## config.mk

```make
export PLATFORM = sky130hd
export DESIGN_NAME = clock_divide_power_manager
export DESIGN_NICKNAME = d
export VERILOG_FILES = /design/src/clock_power_pkg.sv /design/src/clock_divide_power_manager.sv /design/src/clock_warmup.sv /design/src/cycle_divider.sv
export SDC_FILE = /design/constraint.sdc
export NUM_CORES = 1
export LEC_CHECK = 0
export ABC_AREA = 1
export BUFFER_PORTS_ARGS = -buffer_cell sky130_fd_sc_hd__buf_2
export CORE_UTILIZATION = 40
export CTS_CLUSTER_SIZE = 40
export DETAILED_ROUTE_END_ITERATION = 10
export SLEW_MARGIN = 20
export SYNTH_ARGS = -nofsm -noshare
export SYNTH_HDL_FRONTEND = slang
export SYNTH_SLANG_ARGS = --single-unit
```

## constraint.sdc

```tcl
create_clock -name mclk_i -period 7.69 [get_ports mclk_i]
set_input_delay 1.538 -clock mclk_i [delete_from_list [all_inputs] [get_ports mclk_i]]
set_output_delay 1.538 -clock mclk_i [all_outputs]
set_load 0.01 [all_outputs]
```

## src/clock_power_pkg.sv

```systemverilog
// Shared constants for the machine-cycle divider and power-management block.
// Assumes a single oscillator clock domain and an 8-bit special-function bus.

package clock_power_pkg;

  // ----------------------------------------------------------------------------
  // Register map
  // ----------------------------------------------------------------------------
  // Address of the power_clock_control register on the special-function bus.
  localparam logic [7:0] PMR_ADDR = 8'hC4;
  // Value after reset: divide by 4, everything else off, low bits fixed at 1.
  localparam logic [7:0] PMR_RESET = 8'h83;
  // Field positions inside power_clock_control.
  localparam int DIV_HI_BIT = 7;
  localparam int DIV_LO_BIT = 6;
  localparam int SWB_BIT = 5;
  localparam int CTM_BIT = 4;
  localparam int RATE_BIT = 3;
  localparam int STROBE_SUPPRESS_BIT = 2;
  // The two lowest bits always read back as ones.
  localparam logic [1:0] RESERVED_BITS = 2'h3;
  // Clock-ready flag after reset.
  localparam logic READY_RESET = 1'h0;

  // ----------------------------------------------------------------------------
  // Divide field codes
  // ----------------------------------------------------------------------------
  localparam logic [1:0] DIV_MULT = 2'h0;
  localparam logic [1:0] DIV_RSVD = 2'h1;
  localparam logic [1:0] DIV_BY4 = 2'h2;
  localparam logic [1:0] DIV_BY1024 = 2'h3;

  // ----------------------------------------------------------------------------
  // Cycle counts, in oscillator clocks
  // ----------------------------------------------------------------------------
  localparam int CNT_W = 12;
  localparam logic [CNT_W-1:0] MC_LEN_X1 = 12'h001;
  localparam logic [CNT_W-1:0] MC_LEN_X2 = 12'h002;
  localparam logic [CNT_W-1:0] MC_LEN_X4 = 12'h004;
  localparam logic [CNT_W-1:0] MC_LEN_SLOW = 12'h400;
  localparam logic [CNT_W-1:0] TIMER_LEN_LEGACY = 12'h00C;
  localparam logic [CNT_W-1:0] TIMER_LEN_SLOW = 12'hC00;
  localparam logic [CNT_W-1:0] SERIAL2_LEN = 12'h040;
  localparam logic [CNT_W-1:0] SERIAL2_LEN_FAST = 12'h020;

  // ----------------------------------------------------------------------------
  // Multiplier stabilisation time
  // ----------------------------------------------------------------------------
  localparam int MCLK_PERIOD_NS = 25;
  localparam int STAB_TIME_NS = 100000;
  // Least time, so round up to whole clock cycles.
  localparam int STAB_CYCLES = (STAB_TIME_NS + MCLK_PERIOD_NS - 1) / MCLK_PERIOD_NS;

endpackage

```

## src/clock_divide_power_manager.sv

```systemverilog
// Power-management register with machine-cycle divider and multiplier control.
// Assumes a core on mclk_i drives the special-function bus and event pulses;
// rxd_i and ring_osc_active_i come from outside and are synchronised here.
`timescale 1ns/100ps

module clock_divide_power_manager
  import clock_power_pkg::*;
#(
  parameter int STAB_CNT = STAB_CYCLES
) (
  // Clock and reset.
  input wire logic mclk_i,
  input wire logic rst_n_i,
  // Special-function register bus.
  input wire logic [7:0] sfr_addr_i,
  input wire logic sfr_wr_i,
  input wire logic sfr_rd_i,
  input wire logic [7:0] sfr_wdata_i,
  output logic [7:0] sfr_rdata_o,
  // Core events and status.
  input wire logic ring_osc_active_i,
  input wire logic stop_enter_i,
  input wire logic ext_int_active_i,
  input wire logic ext_int_ack_i,
  input wire logic serial_tx_start_i,
  input wire logic serial_tx_busy_i,
  input wire logic serial_rx_busy_i,
  input wire logic rxd_i,
  input wire logic instr_start_i,
  // Timer and serial selects.
  input wire logic timer_clock_select_i,
  input wire logic baud_doubler_i,
  // Memory access strobe request.
  input wire logic ale_req_i,
  input wire logic ext_mem_access_i,
  // Clock control outputs.
  output logic [1:0] divide_sel_o,
  output logic multiplier_enable_o,
  output logic multiplier_rate_select_o,
  output logic clock_ready_flag_o,
  output logic machine_tick_o,
  output logic timer_tick_o,
  output logic serial2_tick_o,
  // Address latch strobe.
  output logic ale_o
);

  // ----------------------------------------------------------------------------
  // Synchronisers
  // ----------------------------------------------------------------------------
  // First stages are read only by the second stages.
  logic rxd_meta_reg;
  logic rxd_sync_reg;
  logic rxd_prev_reg;
  logic ring_meta_reg;
  logic ring_sync_reg;

  // Two flops for each outside level, plus a history flop for the edge detector.
  always_ff @(posedge mclk_i or negedge rst_n_i) begin
    if (!rst_n_i) begin
      rxd_meta_reg <= 1'h1;
      rxd_sync_reg <= 1'h1;
      rxd_prev_reg <= 1'h1;
      ring_meta_reg <= 1'h0;
      ring_sync_reg <= 1'h0;
    end else begin
      rxd_meta_reg <= rxd_i;
      rxd_sync_reg <= rxd_meta_reg;
      rxd_prev_reg <= rxd_sync_reg;
      ring_meta_reg <= ring_osc_active_i;
      ring_sync_reg <= ring_meta_reg;
    end
  end

  // ----------------------------------------------------------------------------
  // Register fields
  // ----------------------------------------------------------------------------
  logic [1:0] div_reg; // Divide field: divide_select_hi and divide_select_lo.
  logic swb_reg; // switchback_enable.
  logic ctm_reg; // multiplier_enable.
  logic rate_reg; // multiplier_rate_select.
  logic strobe_suppress_reg; // strobe_suppress.
  logic rx_pend_reg; // Start bit seen, waiting for the next instruction.
  logic [1:0] div_next;
  logic ctm_next;
  logic rate_next;
  logic rx_pend_next;
  logic ready;

  // Bus decode.
  wire wr_pmr = sfr_wr_i && (sfr_addr_i == PMR_ADDR);
  wire rd_pmr = sfr_rd_i && (sfr_addr_i == PMR_ADDR);
  wire [1:0] w_div = sfr_wdata_i[DIV_HI_BIT:DIV_LO_BIT];
  wire w_ctm = sfr_wdata_i[CTM_BIT];
  wire w_rate = sfr_wdata_i[RATE_BIT];
  wire [7:0] pmr_value = {div_reg, swb_reg, ctm_reg, rate_reg, strobe_suppress_reg, RESERVED_BITS};

  // ----------------------------------------------------------------------------
  // Switchback
  // ----------------------------------------------------------------------------
  wire slow_swb = swb_reg && (div_reg == DIV_BY1024);
  // A falling edge on the receive line while slow and armed is held until the
  // next instruction boundary.
  wire rx_fall = rxd_prev_reg && !rxd_sync_reg;
  // The acknowledge pulse already means the interrupt was enabled and won
  // priority, so a masked request never switches back.
  wire swb_fire = slow_swb &&
    (ext_int_ack_i || serial_tx_start_i || (rx_pend_reg && instr_start_i));
  // Anything that would switch straight back makes slow mode pointless.
  wire src_active = ext_int_active_i || serial_tx_busy_i || serial_rx_busy_i || rx_pend_reg;

  // A new edge in the firing cycle belongs to a later instruction, so set wins.
  always_comb begin
    rx_pend_next = rx_pend_reg;
    if (!slow_swb) begin
      rx_pend_next = 1'h0;
    end else if (rx_fall) begin
      rx_pend_next = 1'h1;
    end else if (swb_fire) begin
      rx_pend_next = 1'h0;
    end
  end

  // ----------------------------------------------------------------------------
  // Write qualification
  // ----------------------------------------------------------------------------
  // The multiplier speed also needs a running, settled multiplier; that check
  // protects the system clock when software skips the ready poll.
  wire div_route_ok = (div_reg == DIV_BY4) || (w_div == DIV_BY4);
  wire div_mult_ok = (w_div != DIV_MULT) || (!ring_sync_reg && ctm_reg && ready);
  wire div_slow_ok = (w_div != DIV_BY1024) || !(swb_reg && src_active);
  wire div_ok = (w_div != DIV_RSVD) && div_route_ok && div_mult_ok && div_slow_ok;
  wire ctm_ok = (div_reg == DIV_BY4) && !ring_sync_reg;
  wire rate_ok = !ctm_reg;
  wire ctm_start = wr_pmr && ctm_ok && w_ctm && !ctm_reg;

  // Each field is judged alone; a refused field keeps its value silently.
  always_comb begin
    div_next = div_reg;
    ctm_next = ctm_reg;
    rate_next = rate_reg;
    if (swb_fire) begin
      div_next = DIV_BY4;
    end else if (wr_pmr && div_ok) begin
      div_next = w_div;
    end
    if (stop_enter_i) begin
      ctm_next = 1'h0;
    end else if (wr_pmr && ctm_ok) begin
      ctm_next = w_ctm;
    end
    if (wr_pmr && rate_ok) begin
      rate_next = w_rate;
    end
  end

  // ----------------------------------------------------------------------------
  // Register state
  // ----------------------------------------------------------------------------
  // Fields and the registered read data.
  always_ff @(posedge mclk_i or negedge rst_n_i) begin
    if (!rst_n_i) begin
      div_reg <= PMR_RESET[DIV_HI_BIT:DIV_LO_BIT];
      swb_reg <= PMR_RESET[SWB_BIT];
      ctm_reg <= PMR_RESET[CTM_BIT];
      rate_reg <= PMR_RESET[RATE_BIT];
      strobe_suppress_reg <= PMR_RESET[STROBE_SUPPRESS_BIT];
      rx_pend_reg <= 1'h0;
      sfr_rdata_o <= 8'h00;
    end else begin
      div_reg <= div_next;
      ctm_reg <= ctm_next;
      rate_reg <= rate_next;
      rx_pend_reg <= rx_pend_next;
      if (wr_pmr) begin
        swb_reg <= sfr_wdata_i[SWB_BIT];
        strobe_suppress_reg <= sfr_wdata_i[STROBE_SUPPRESS_BIT];
      end
      sfr_rdata_o <= rd_pmr ? pmr_value : 8'h00;
    end
  end

  // ----------------------------------------------------------------------------
  // Address latch strobe
  // ----------------------------------------------------------------------------
  // One cycle of latency, matching the request pipeline of the core.
  always_ff @(posedge mclk_i or negedge rst_n_i) begin
    if (!rst_n_i) begin
      ale_o <= 1'h0;
    end else begin
      ale_o <= ale_req_i && (ext_mem_access_i || !strobe_suppress_reg);
    end
  end

  // ----------------------------------------------------------------------------
  // Outputs and sub-blocks
  // ----------------------------------------------------------------------------
  assign divide_sel_o = div_reg;
  assign multiplier_enable_o = ctm_reg;
  assign multiplier_rate_select_o = rate_reg;
  assign clock_ready_flag_o = ready;

  // Stabilisation wait for the multiplier.
  clock_warmup #(
    .STAB_CNT(STAB_CNT)
  ) u_warmup (
    .mclk_i(mclk_i),
    .rst_n_i(rst_n_i),
    .enable_i(ctm_reg),
    .start_i(ctm_start),
    .ready_o(ready)
  );

  // Tick generation from the current settings.
  cycle_divider u_divider (
    .mclk_i(mclk_i),
    .rst_n_i(rst_n_i),
    .divide_i(div_reg),
    .rate_i(rate_reg),
    .timer_sel_i(timer_clock_select_i),
    .baud_doubler_i(baud_doubler_i),
    .mc_tick_o(machine_tick_o),
    .timer_tick_o(timer_tick_o),
    .serial2_tick_o(serial2_tick_o)
  );
endmodule

```

## src/clock_warmup.sv

```systemverilog
// Stabilisation timer for the crystal clock multiplier.
// Assumes enable_i and start_i come from logic on mclk_i.
`timescale 1ns/100ps

module clock_warmup
  import clock_power_pkg::*;
#(
  parameter int STAB_CNT = STAB_CYCLES
) (
  // Clock and reset.
  input wire logic mclk_i,
  input wire logic rst_n_i,
  // Control from the register logic.
  input wire logic enable_i,
  input wire logic start_i,
  // Clock-ready indication.
  output logic ready_o
);

  // ----------------------------------------------------------------------------
  // Counter
  // ----------------------------------------------------------------------------
  // Cycles spent waiting since the multiplier was enabled.
  logic [CNT_W-1:0] cnt_reg;
  // Comparison against the last count of the stabilisation period.
  wire done = (cnt_reg == CNT_W'(STAB_CNT - 1));

  // A powered-down multiplier is never ready, so a disable also restarts the wait.
  always_ff @(posedge mclk_i or negedge rst_n_i) begin
    if (!rst_n_i) begin
      cnt_reg <= '0;
      ready_o <= READY_RESET;
    end else if (!enable_i || start_i) begin
      cnt_reg <= '0;
      ready_o <= 1'h0;
    end else if (!ready_o) begin
      if (done) begin
        ready_o <= 1'h1;
      end else begin
        cnt_reg <= cnt_reg + 1'h1;
      end
    end
  end

endmodule

```

## src/cycle_divider.sv

```systemverilog
// Machine-cycle, timer and serial mode-2 tick generator.
// Assumes mclk_i is the oscillator clock and all selects are on its domain.
`timescale 1ns/100ps

module cycle_divider
  import clock_power_pkg::*;
(
  // Clock and reset.
  input wire logic mclk_i,
  input wire logic rst_n_i,
  // Selects.
  input wire logic [1:0] divide_i,
  input wire logic rate_i,
  input wire logic timer_sel_i,
  input wire logic baud_doubler_i,
  // Ticks, one cycle wide; the machine tick, and the timer tick when it follows it, stay high at one clock per machine cycle.
  output logic mc_tick_o,
  output logic timer_tick_o,
  output logic serial2_tick_o
);

  // ----------------------------------------------------------------------------
  // Helpers
  // ----------------------------------------------------------------------------
  // A counter wraps when it reaches or passes its last count; passing covers a
  // shorter length being selected while the counter is already beyond it.
  function automatic logic wraps(input logic [CNT_W-1:0] cnt, input logic [CNT_W-1:0] len);
    wraps = (cnt >= len - 1'h1);
  endfunction

  // ----------------------------------------------------------------------------
  // Lengths
  // ----------------------------------------------------------------------------
  logic [CNT_W-1:0] mc_len;
  logic [CNT_W-1:0] mc_cnt_reg;
  logic [CNT_W-1:0] tm_cnt_reg;
  logic [CNT_W-1:0] sp_cnt_reg;

  // Oscillator clocks per machine cycle; the reserved code is never stored.
  always_comb begin
    case (divide_i)
      DIV_MULT: mc_len = rate_i ? MC_LEN_X1 : MC_LEN_X2;
      DIV_BY1024: mc_len = MC_LEN_SLOW;
      default: mc_len = MC_LEN_X4;
    endcase
  end

  // Legacy timer divide is 12 except in the slowest setting.
  wire [CNT_W-1:0] tm_len = (divide_i == DIV_BY1024) ? TIMER_LEN_SLOW : TIMER_LEN_LEGACY;
  // Serial mode 2 ignores the divide field entirely.
  wire [CNT_W-1:0] sp_len = baud_doubler_i ? SERIAL2_LEN_FAST : SERIAL2_LEN;
  wire mc_wrap = wraps(mc_cnt_reg, mc_len);
  wire tm_wrap = wraps(tm_cnt_reg, tm_len);
  wire sp_wrap = wraps(sp_cnt_reg, sp_len);

  // ----------------------------------------------------------------------------
  // Counters
  // ----------------------------------------------------------------------------
  // All three counters free-run; ticks are registered for clean outputs.
  always_ff @(posedge mclk_i or negedge rst_n_i) begin
    if (!rst_n_i) begin
      mc_cnt_reg <= '0;
      tm_cnt_reg <= '0;
      sp_cnt_reg <= '0;
      mc_tick_o <= 1'h0;
      timer_tick_o <= 1'h0;
      serial2_tick_o <= 1'h0;
    end else begin
      mc_cnt_reg <= mc_wrap ? '0 : mc_cnt_reg + 1'h1;
      tm_cnt_reg <= tm_wrap ? '0 : tm_cnt_reg + 1'h1;
      sp_cnt_reg <= sp_wrap ? '0 : sp_cnt_reg + 1'h1;
      mc_tick_o <= mc_wrap;
      timer_tick_o <= timer_sel_i ? mc_wrap : tm_wrap;
      serial2_tick_o <= sp_wrap;
    end
  end

endmodule

```

==> key figures, run 1 <==
Run status
  • Status: completed

Setup path
  • Kind of critical path: reg2reg
  • Most frequent CP cell: nand2_1
  • Worst path required time: 7.97 ns
  • Stages on worst setup path: 16
  • Cells along the critical path: inv_1, ha_1, inv_1, nand3_1, ha_1, ha_1, xnor2_1, ha_1, nand2_1, nor2_1, nand2_1, nor2_1, nand2_1, nand2_1, nand2_1, nand2_1
  • CP max stage cell: dfstp_2
  • R2R depth: 16
  • Worst path arrival time: 3.29 ns
  • CP max FO: 14
  • Worst Path Buf+Inv: 2
  • Setup crit end kind: flip-flop
  • CP max stage delay: 0.57 ns
  • Crit start category: flip-flop
  • Top delay family on crit path: simple AND/OR/NAND/NOR gates

Routing
  • Vias after detailed routing: 3110
  • DR WL/cell: 11.00 um
  • DRC: 0
  • DR pass1 iterations: 4
  • Vias per cell: 4.628
  • Final antenna-violating net count: 0
  • Starting DRT DRC Count: 119
  • Final WL: 7394 um

Yosys
  • Post-synthesis cell type count: 29
  • Mapped Cells: 481
  • Top post-synthesis cells by count: nand2_1, nor2_1, dfrtp_1, inv_1, nand3_1
  • Synth warnings: 0
  • Top cells by area, synth: dfrtp_1, nand2_1, ha_1, nor2_1, inv_1
  • Synth Cell Area: 3882 sq um
  • Post-synth top area share: 0.4383
  • Ys flop type: dfrtp_1
  • Mean post-synth cell area: 8.072 sq um
  • Count leader, synth: nand2_1
  • Yosys reg bits: 72
  • Post-synthesis async set-or-reset flop share: 1.000
  • Seq/Total Area, Yosys: 0.4654
  • Leading area contributor after synthesis: dfrtp_1
  • EDFF count, synth: 0

Global routing
  • Number of global-route vias before repair: 3025
  • Pin count of the biggest net entering global routing: 73
  • Met2 Use GR: 0.2893
  • Initial antenna violation count: 0
  • Grt total ovfl: 0
  • First-pass GRT wire length: 13430 um
  • Grt met1 use: 0.2113
  • Grt peak-use layer: met2
  • Total GRT Usage: 0.1683
  • Met3 global-route usage: 0.03051

Layout
  • Area growth, synth to finish: 15.50%
  • Share of cells above drive strength 1: 0.1381
  • Nets: 601
  • Filler Cell Count: 937
  • N_diodes: 0

STA
  • RSZ-0062 raised after global routing: false
  • Slew Viols, Final: 0
  • Max Clock Skew: 0.009012 ns
  • Slew HR: 0.3972
  • # setup viols final: 0
  • Max Fclk: 332.0 MHz
  • Hold Fails Final Rpt: 0
  • Post-route clock period utilization: 0.3917
  • Fin Setup TNS: 0 ns
  • Tmin final: 3.012 ns
  • Worst-Margin Slew: 0.9042 ns
  • Setup ws final: 4.678 ns

Hold path
  • Hold path depth: 0
  • Hold Crit Class: reg2reg

Floorplanning
  • DIE AREA: 10100 sq um
  • Boundary pin count: 50
  • Chip Width: 100.5 um
  • Die height: 100.5 um
  • Core ar.: 9328 sq um
  • Initial Utilization: 0.4162
  • Cell Rows: 35

Power and ir drop
  • Power Dens Cells: 218.8 nW/um^2
  • VDD IR max: 0.08370 mV
  • Leakage power: 2.340 nW

Clocking
  • CTS tree: built
  • Total setup buffers inserted after CTS: 0
  • Cts hold-fix bufs: 0
  • # resized after CTS: 0
  • CTS Buffer Depth: 2
  • CTS buffer count: 9
  • CTS clk-pin slew, worst paths: 0.08 ns
  • Clk Latency, worst-skew pair: 0.35 ns
  • H-tree depth: 3
  • Clock sink total: 72
  • Clock root buffer: clkbuf_8

Run
  • Max-cap violation count: 0

Place
  • Dpl hpwl: 5403 um
  • Setup WS pre-CTS: 4.681 ns
  • GPL Wtd Cong: 0.7616
  • Port bufs: 47
## worst register-to-register path, delay by kind of cell (launching register included)
kind	cells	cell delay [ns]
and+or+nand+nor	9	1.12
adders and majority gates	4	0.97
DFF	1	0.57
buffers and inverters	2	0.18
xor gates and xnor gates	1	0.13
## placed cells by master, fill, tap and decap left out
master      instances
nand2_1           124
nor2_1             70
dfrtp_1            68
inv_1              66
buf_2              47
nand3_1            36
ha_1               30
o21ai_0            16
xor2_1             12
nand4_1            11
a21oi_1             9
clkbuf_8            9
nor3_1              7
xnor2_1             6
conb_1              5
dfstp_2             4
nand3b_1            2
or2_2               2
nor2_2              2
o21bai_1            2
bufinv_16           2
clkinv_4            2
inv_6               2
a31oi_1             1
a21o_1              1
nor3b_1             1
o21a_1              1
nor2_4              1
nand2_2             1
a31o_2              1
clkinvlp_4          1
buf_4               1
## cell type report
| class | count | area, sq um | share of cell area |
|---|---|---|---|
| sequential | 72 | 1807 | 0.4029 |
| clock buffer | 9 | 123.9 | 0.02762 |
| timing repair buffer | 48 | 242.7 | 0.05413 |
| tap | 129 | 161.4 | 0.03599 |
| inverter | 66 | 247.7 | 0.05525 |
| clock inverter | 7 | 102.6 | 0.02288 |
| multi-input combinational | 341 | 1799 | 0.4012 |
## cells by family (layout without fill, tap and decap cells)
family,after synthesis,in the layout,share of synthesized area
xor+xnor,18,18,0.04061
flops,72,72,0.4654
fa+ha+maj,30,30,0.09668
simple gates,257,257,0.2775
compound gates,31,31,0.04383
other cells,1,5,0.0009659
buf+inv,72,130,0.07509
## stage by stage
step           hold slack [ns]  instances  cell area [sq um]  total power, mW  utilization
6_report                0.3562        672               4484           0.9813       0.4808
5_1_grt                 0.3683        672               4484            1.050       0.4808
4_1_cts                 0.3643        672               4484           0.9981       0.4808
3_5_place_dp            0.3477        656               4258           0.6534       0.4565
3_3_place_gp            0.3389        656               4258           0.6457       0.4565
2_1_floorplan           0.3312        485               3897           0.5964            -
## per-layer routing
layer / wire length (um) / vias up
met1: 3547 / 1439
met4: 97 / 0
met3: 213 / 11
li1: - / 1624
met5: 0 / -
met2: 3534 / 36
## power by group
group / internal (mW) / switching (mW)
Combinational: 0.0750 / 0.111
Clock: 0.186 / 0.154
Sequential: 0.417 / 0.0370
Total: 0.678 / 0.303
## worst paths after layout
| path | from | to | slack (ns) |
|---|---|---|---|
| setup / recovery | divide_sel_o[1] | u_divider.timer_tick_o | 4.68 |
| hold / removal | ring_meta_reg | ring_sync_reg | 0.36 |
| setup reg to reg | divide_sel_o[1] | u_divider.timer_tick_o | 4.68 |
| hold reg to reg | ring_meta_reg | ring_sync_reg | 0.36 |
| max in group asynchronous | rst_n_i | u_divider.mc_cnt_reg[6] | 5.70 |
| min in group asynchronous | rst_n_i | sfr_rdata_o[2] | 1.38 |
No activity file was read; power rests on OpenSTA's default activity.
==> run 2: changes to the inputs <==
--- a/config.mk
+++ b/config.mk
@@ -5,7 +5,7 @@
 export SDC_FILE = /design/constraint.sdc
 export NUM_CORES = 1
 export LEC_CHECK = 0
-export ABC_AREA = 1
+export ABC_AREA = 0
 export BUFFER_PORTS_ARGS = -buffer_cell sky130_fd_sc_hd__buf_2
 export CORE_UTILIZATION = 40
 export CTS_CLUSTER_SIZE = 40
==> constraint.sdc (replaced) <==
create_clock -name mclk_i -period 2.8 [get_ports mclk_i]
set_input_delay 0.56 -clock mclk_i [delete_from_list [all_inputs] [get_ports mclk_i]]
set_output_delay 0.56 -clock mclk_i [all_outputs]
set_load 0.01 [all_outputs]
==> run 2 against run 1 <==
Against the previous run:
- maximum frequency increased by 11%
- sequential share of layout area increased by 2.6 points
- setup slack got worse by 4.6 ns
- critical path depth decreased by 3
- highest routed layer unchanged
- first-iteration DRC count decreased by 48%
- critical path type unchanged
- sequential power increased to 2.7 times the previous value
==> key figures, run 2 <==
Clocking
  • CTS Buffer Depth: 2 (unchanged)
  • CTS tree: built (unchanged)
  • CTS clk-pin slew, worst paths: 0.07 ns (was 0.08 ns)
  • Clock sink total: 72 (unchanged)
  • Clk Latency, worst-skew pair: 0.34 ns (was 0.35 ns)
  • Cts hold-fix bufs: 0 (unchanged)
  • Clock root buffer: clkbuf_8 (unchanged)
  • H-tree depth: 3 (unchanged)
  • CTS buffer count: 9 (unchanged)

STA
  • Max Clock Skew: 0.004890 ns (was 0.009012 ns)
  • Hold Slack: 0.3124 ns (was 0.3562 ns)
  • Post-route clock period utilization: 0.9706 (was 0.3917)
  • Worst-Margin Slew: 0.8929 ns (was 0.9042 ns)
  • Max Fclk: 368.0 MHz (was 332.0 MHz)
  • Hold Fails Final Rpt: 0 (unchanged)
  • Tmin final: 2.718 ns (was 3.012 ns)
  • # setup viols final: 0 (unchanged)
  • Slew Viols, Final: 0 (unchanged)
  • Slew HR: 0.4048 (was 0.3972)
  • RSZ-0062 raised after global routing: true (was false)

Layout
  • N_diodes: 0 (unchanged)
  • Post-layout util: 0.4850 (was 0.4808)
  • Area growth, synth to finish: 18.53% (was 15.50%)
  • Nets: 451 (was 601)
  • Filler Cell Count: 830 (was 937)
  • Most frequent cells in the layout: dfrtp_1, buf_2, nor2_1 (was nand2_1, nor2_1, dfrtp_1)
  • Commonest non-fill, non-tap cell in the layout: dfrtp_1 (was nand2_1)
  • Share of cells above drive strength 1: 0.2443 (was 0.1381)

Floorplanning
  • Boundary pin count: 50 (unchanged)
  • Initial Utilization: 0.4092 (was 0.4162)
  • Cell Rows: 34 (was 35)
  • DIE AREA: 9258 sq um (was 10100 sq um)
  • Chip Width: 96.22 um (was 100.5 um)
  • Die height: 96.22 um (was 100.5 um)
  • Core ar.: 8678 sq um (was 9328 sq um)

Routing
  • Starting DRT DRC Count: 62 (was 119)
  • DR pass1 iterations: 4 (unchanged)
  • Final antenna-violating net count: 0 (unchanged)
  • Final WL: 6521 um (was 7394 um)
  • Vias per cell: 4.976 (was 4.628)
  • DRC: 0 (unchanged)
  • DR WL/cell: 13.02 um (was 11.00 um)
  • Vias after detailed routing: 2493 (was 3110)

Yosys
  • Mapped Cells: 325 (was 481)
  • Ys flop type: dfrtp_1 (unchanged)
  • Post-synthesis async set-or-reset flop share: 1.000 (unchanged)
  • EDFF count, synth: 0 (unchanged)
  • Leading area contributor after synthesis: dfrtp_1 (unchanged)
  • Seq/Total Area, Yosys: 0.5088 (was 0.4654)
  • Synth warnings: 0 (unchanged)
  • Post-synth top area share: 0.4792 (was 0.4383)
  • Post-synthesis cell type count: 46 (was 29)
  • Yosys reg bits: 72 (unchanged)
  • Count leader, synth: dfrtp_1 (was nand2_1)
  • Top cells by area, synth: dfrtp_1, ha_1, xor2_1, nor2_1, xnor2_1 (was dfrtp_1, nand2_1, ha_1, nor2_1, inv_1)
  • Synth Cell Area: 3551 sq um (was 3882 sq um)
  • Mean post-synth cell area: 10.93 sq um (was 8.072 sq um)
  • Top post-synthesis cells by count: dfrtp_1, nor2_1, ha_1, nand3_1, xor2_1 (was nand2_1, nor2_1, dfrtp_1, inv_1, nand3_1)

Hold path
  • Hold Crit Class: in2reg (was reg2reg)

Setup path
  • CP max FO: 4 (was 14)
  • Setup crit end kind: flip-flop (unchanged)
  • Kind of critical path: reg2reg (unchanged)
  • Crit start category: flip-flop (unchanged)
  • Worst path arrival time: 2.95 ns (was 3.29 ns)
  • Setup slack, reg-to-reg: 0.08 ns (was 4.68 ns)
  • Worst path required time: 3.03 ns (was 7.97 ns)

Power and ir drop
  • VDD IR max: 0.4229 mV (was 0.08370 mV)
  • Leakage power: 2.053 nW (was 2.340 nW)
  • Power Dens Cells: 580.9 nW/um^2 (was 218.8 nW/um^2)

Global routing
  • Number of global-route vias before repair: 2417 (was 3025)
  • Pin count of the biggest net entering global routing: 73 (unchanged)
  • Grt total ovfl: 0 (unchanged)
  • Initial antenna violation count: 0 (unchanged)
  • Total GRT Usage: 0.1594 (was 0.1683)
  • First-pass GRT wire length: 11210 um (was 13430 um)

Run status
  • Status: completed (unchanged)

Run
  • Max-cap violation count: 0 (unchanged)

Place
  • GPL Wtd Cong: 0.7663 (was 0.7616)
  • Port bufs: 47 (unchanged)
  • Dpl hpwl: 4569 um (was 5403 um)
-- run 2: critical path: stages, from the launching register on --
cell	delay, ns
dfstp_2	0.54
inv_2	0.04
ha_4	0.26
inv_4	0.06
nand3_4	0.07
ha_4	0.18
ha_4	0.16
xnor2_2	0.13
ha_1	0.30
nand4_1	0.14
nor2_1	0.06
a311oi_1	0.24
nand3_1	0.15
mux2_4	0.28
-- run 2: worst paths after layout --
path                                 startpoint                 endpoint  depth (start not counted)
worst max-delay path            divide_sel_o[1]   u_divider.timer_tick_o                         13
worst min-delay path                      rxd_i             rxd_meta_reg                          1
worst max register to register  divide_sel_o[1]   u_divider.timer_tick_o                         13
worst min register to register    ring_meta_reg            ring_sync_reg                          0
max in group asynchronous               rst_n_i  u_divider.tm_cnt_reg[7]                          1
min in group asynchronous               rst_n_i  u_divider.sp_cnt_reg[3]                          1
-- run 2: cells by family after synthesis --
group	after synthesis	synth area share
muxes	7	0.02114
adders and majority gates	30	0.1057
DFF	72	0.5088
other	1	0.001056
and+or+nand+nor	132	0.1970
AOI/OAI and AO/OA	30	0.05744
buffers and inverters	18	0.02255
xor gates and xnor gates	35	0.08633
-- run 2: layout make-up --
cell class	count	area, sq um	area share
tap	108	135.1	0.03210
timing repair buffer	54	294.0	0.06986
multi-input combinational	239	1760	0.4183
inverter	12	47.55	0.01130
sequential	72	1807	0.4292
clock inverter	5	33.78	0.008026
clock buffer	11	131.4	0.03121
-- run 2: layer usage --
layer,vias to the layer above,track usage,share of wire
li1,1240,-,-
met1,1216,0.1941,0.47
met2,32,0.2660,0.48
met3,5,0.05608,0.042
met4,0,0.04478,0.011
met5,-,0,0
-- run 2: stage by stage --
step | setup TNS, ns | power (mW) | cell area [sq um] | cells | worst slack (ns)
floorplan | 0 | 1.570 | 3578 | 329 | 0.01384
global placement | 0 | 1.716 | 3961 | 484 | 0.06855
detailed placement | 0 | 1.729 | 3961 | 484 | 0.01195
CTS | -0.002268 | 2.446 | 4126 | 500 | -0.002268
global route | -0.7054 | 2.615 | 4209 | 501 | -0.07785
finish | 0 | 2.445 | 4209 | 501 | 0.08239
-- run 2: report_power, final --
part	switching, mW	internal (mW)	total (mW)	leakage [nW]
Combinational	0.270	0.228	0.498	1.02
Clock	0.390	0.320	0.710	0.0793
Sequential	0.0992	1.14	1.24	0.953
Total	0.758	1.69	2.45	2.05
-- run 2: what timing repair did --
| item | in CTS | in global routing |
|---|---|---|
| pin swaps | 0 | 10 |
| gates resized for setup | 0 | 18 |
| endpoints found under the setup margin | 1 | 14 |
| setup buffers | 0 | 1 |
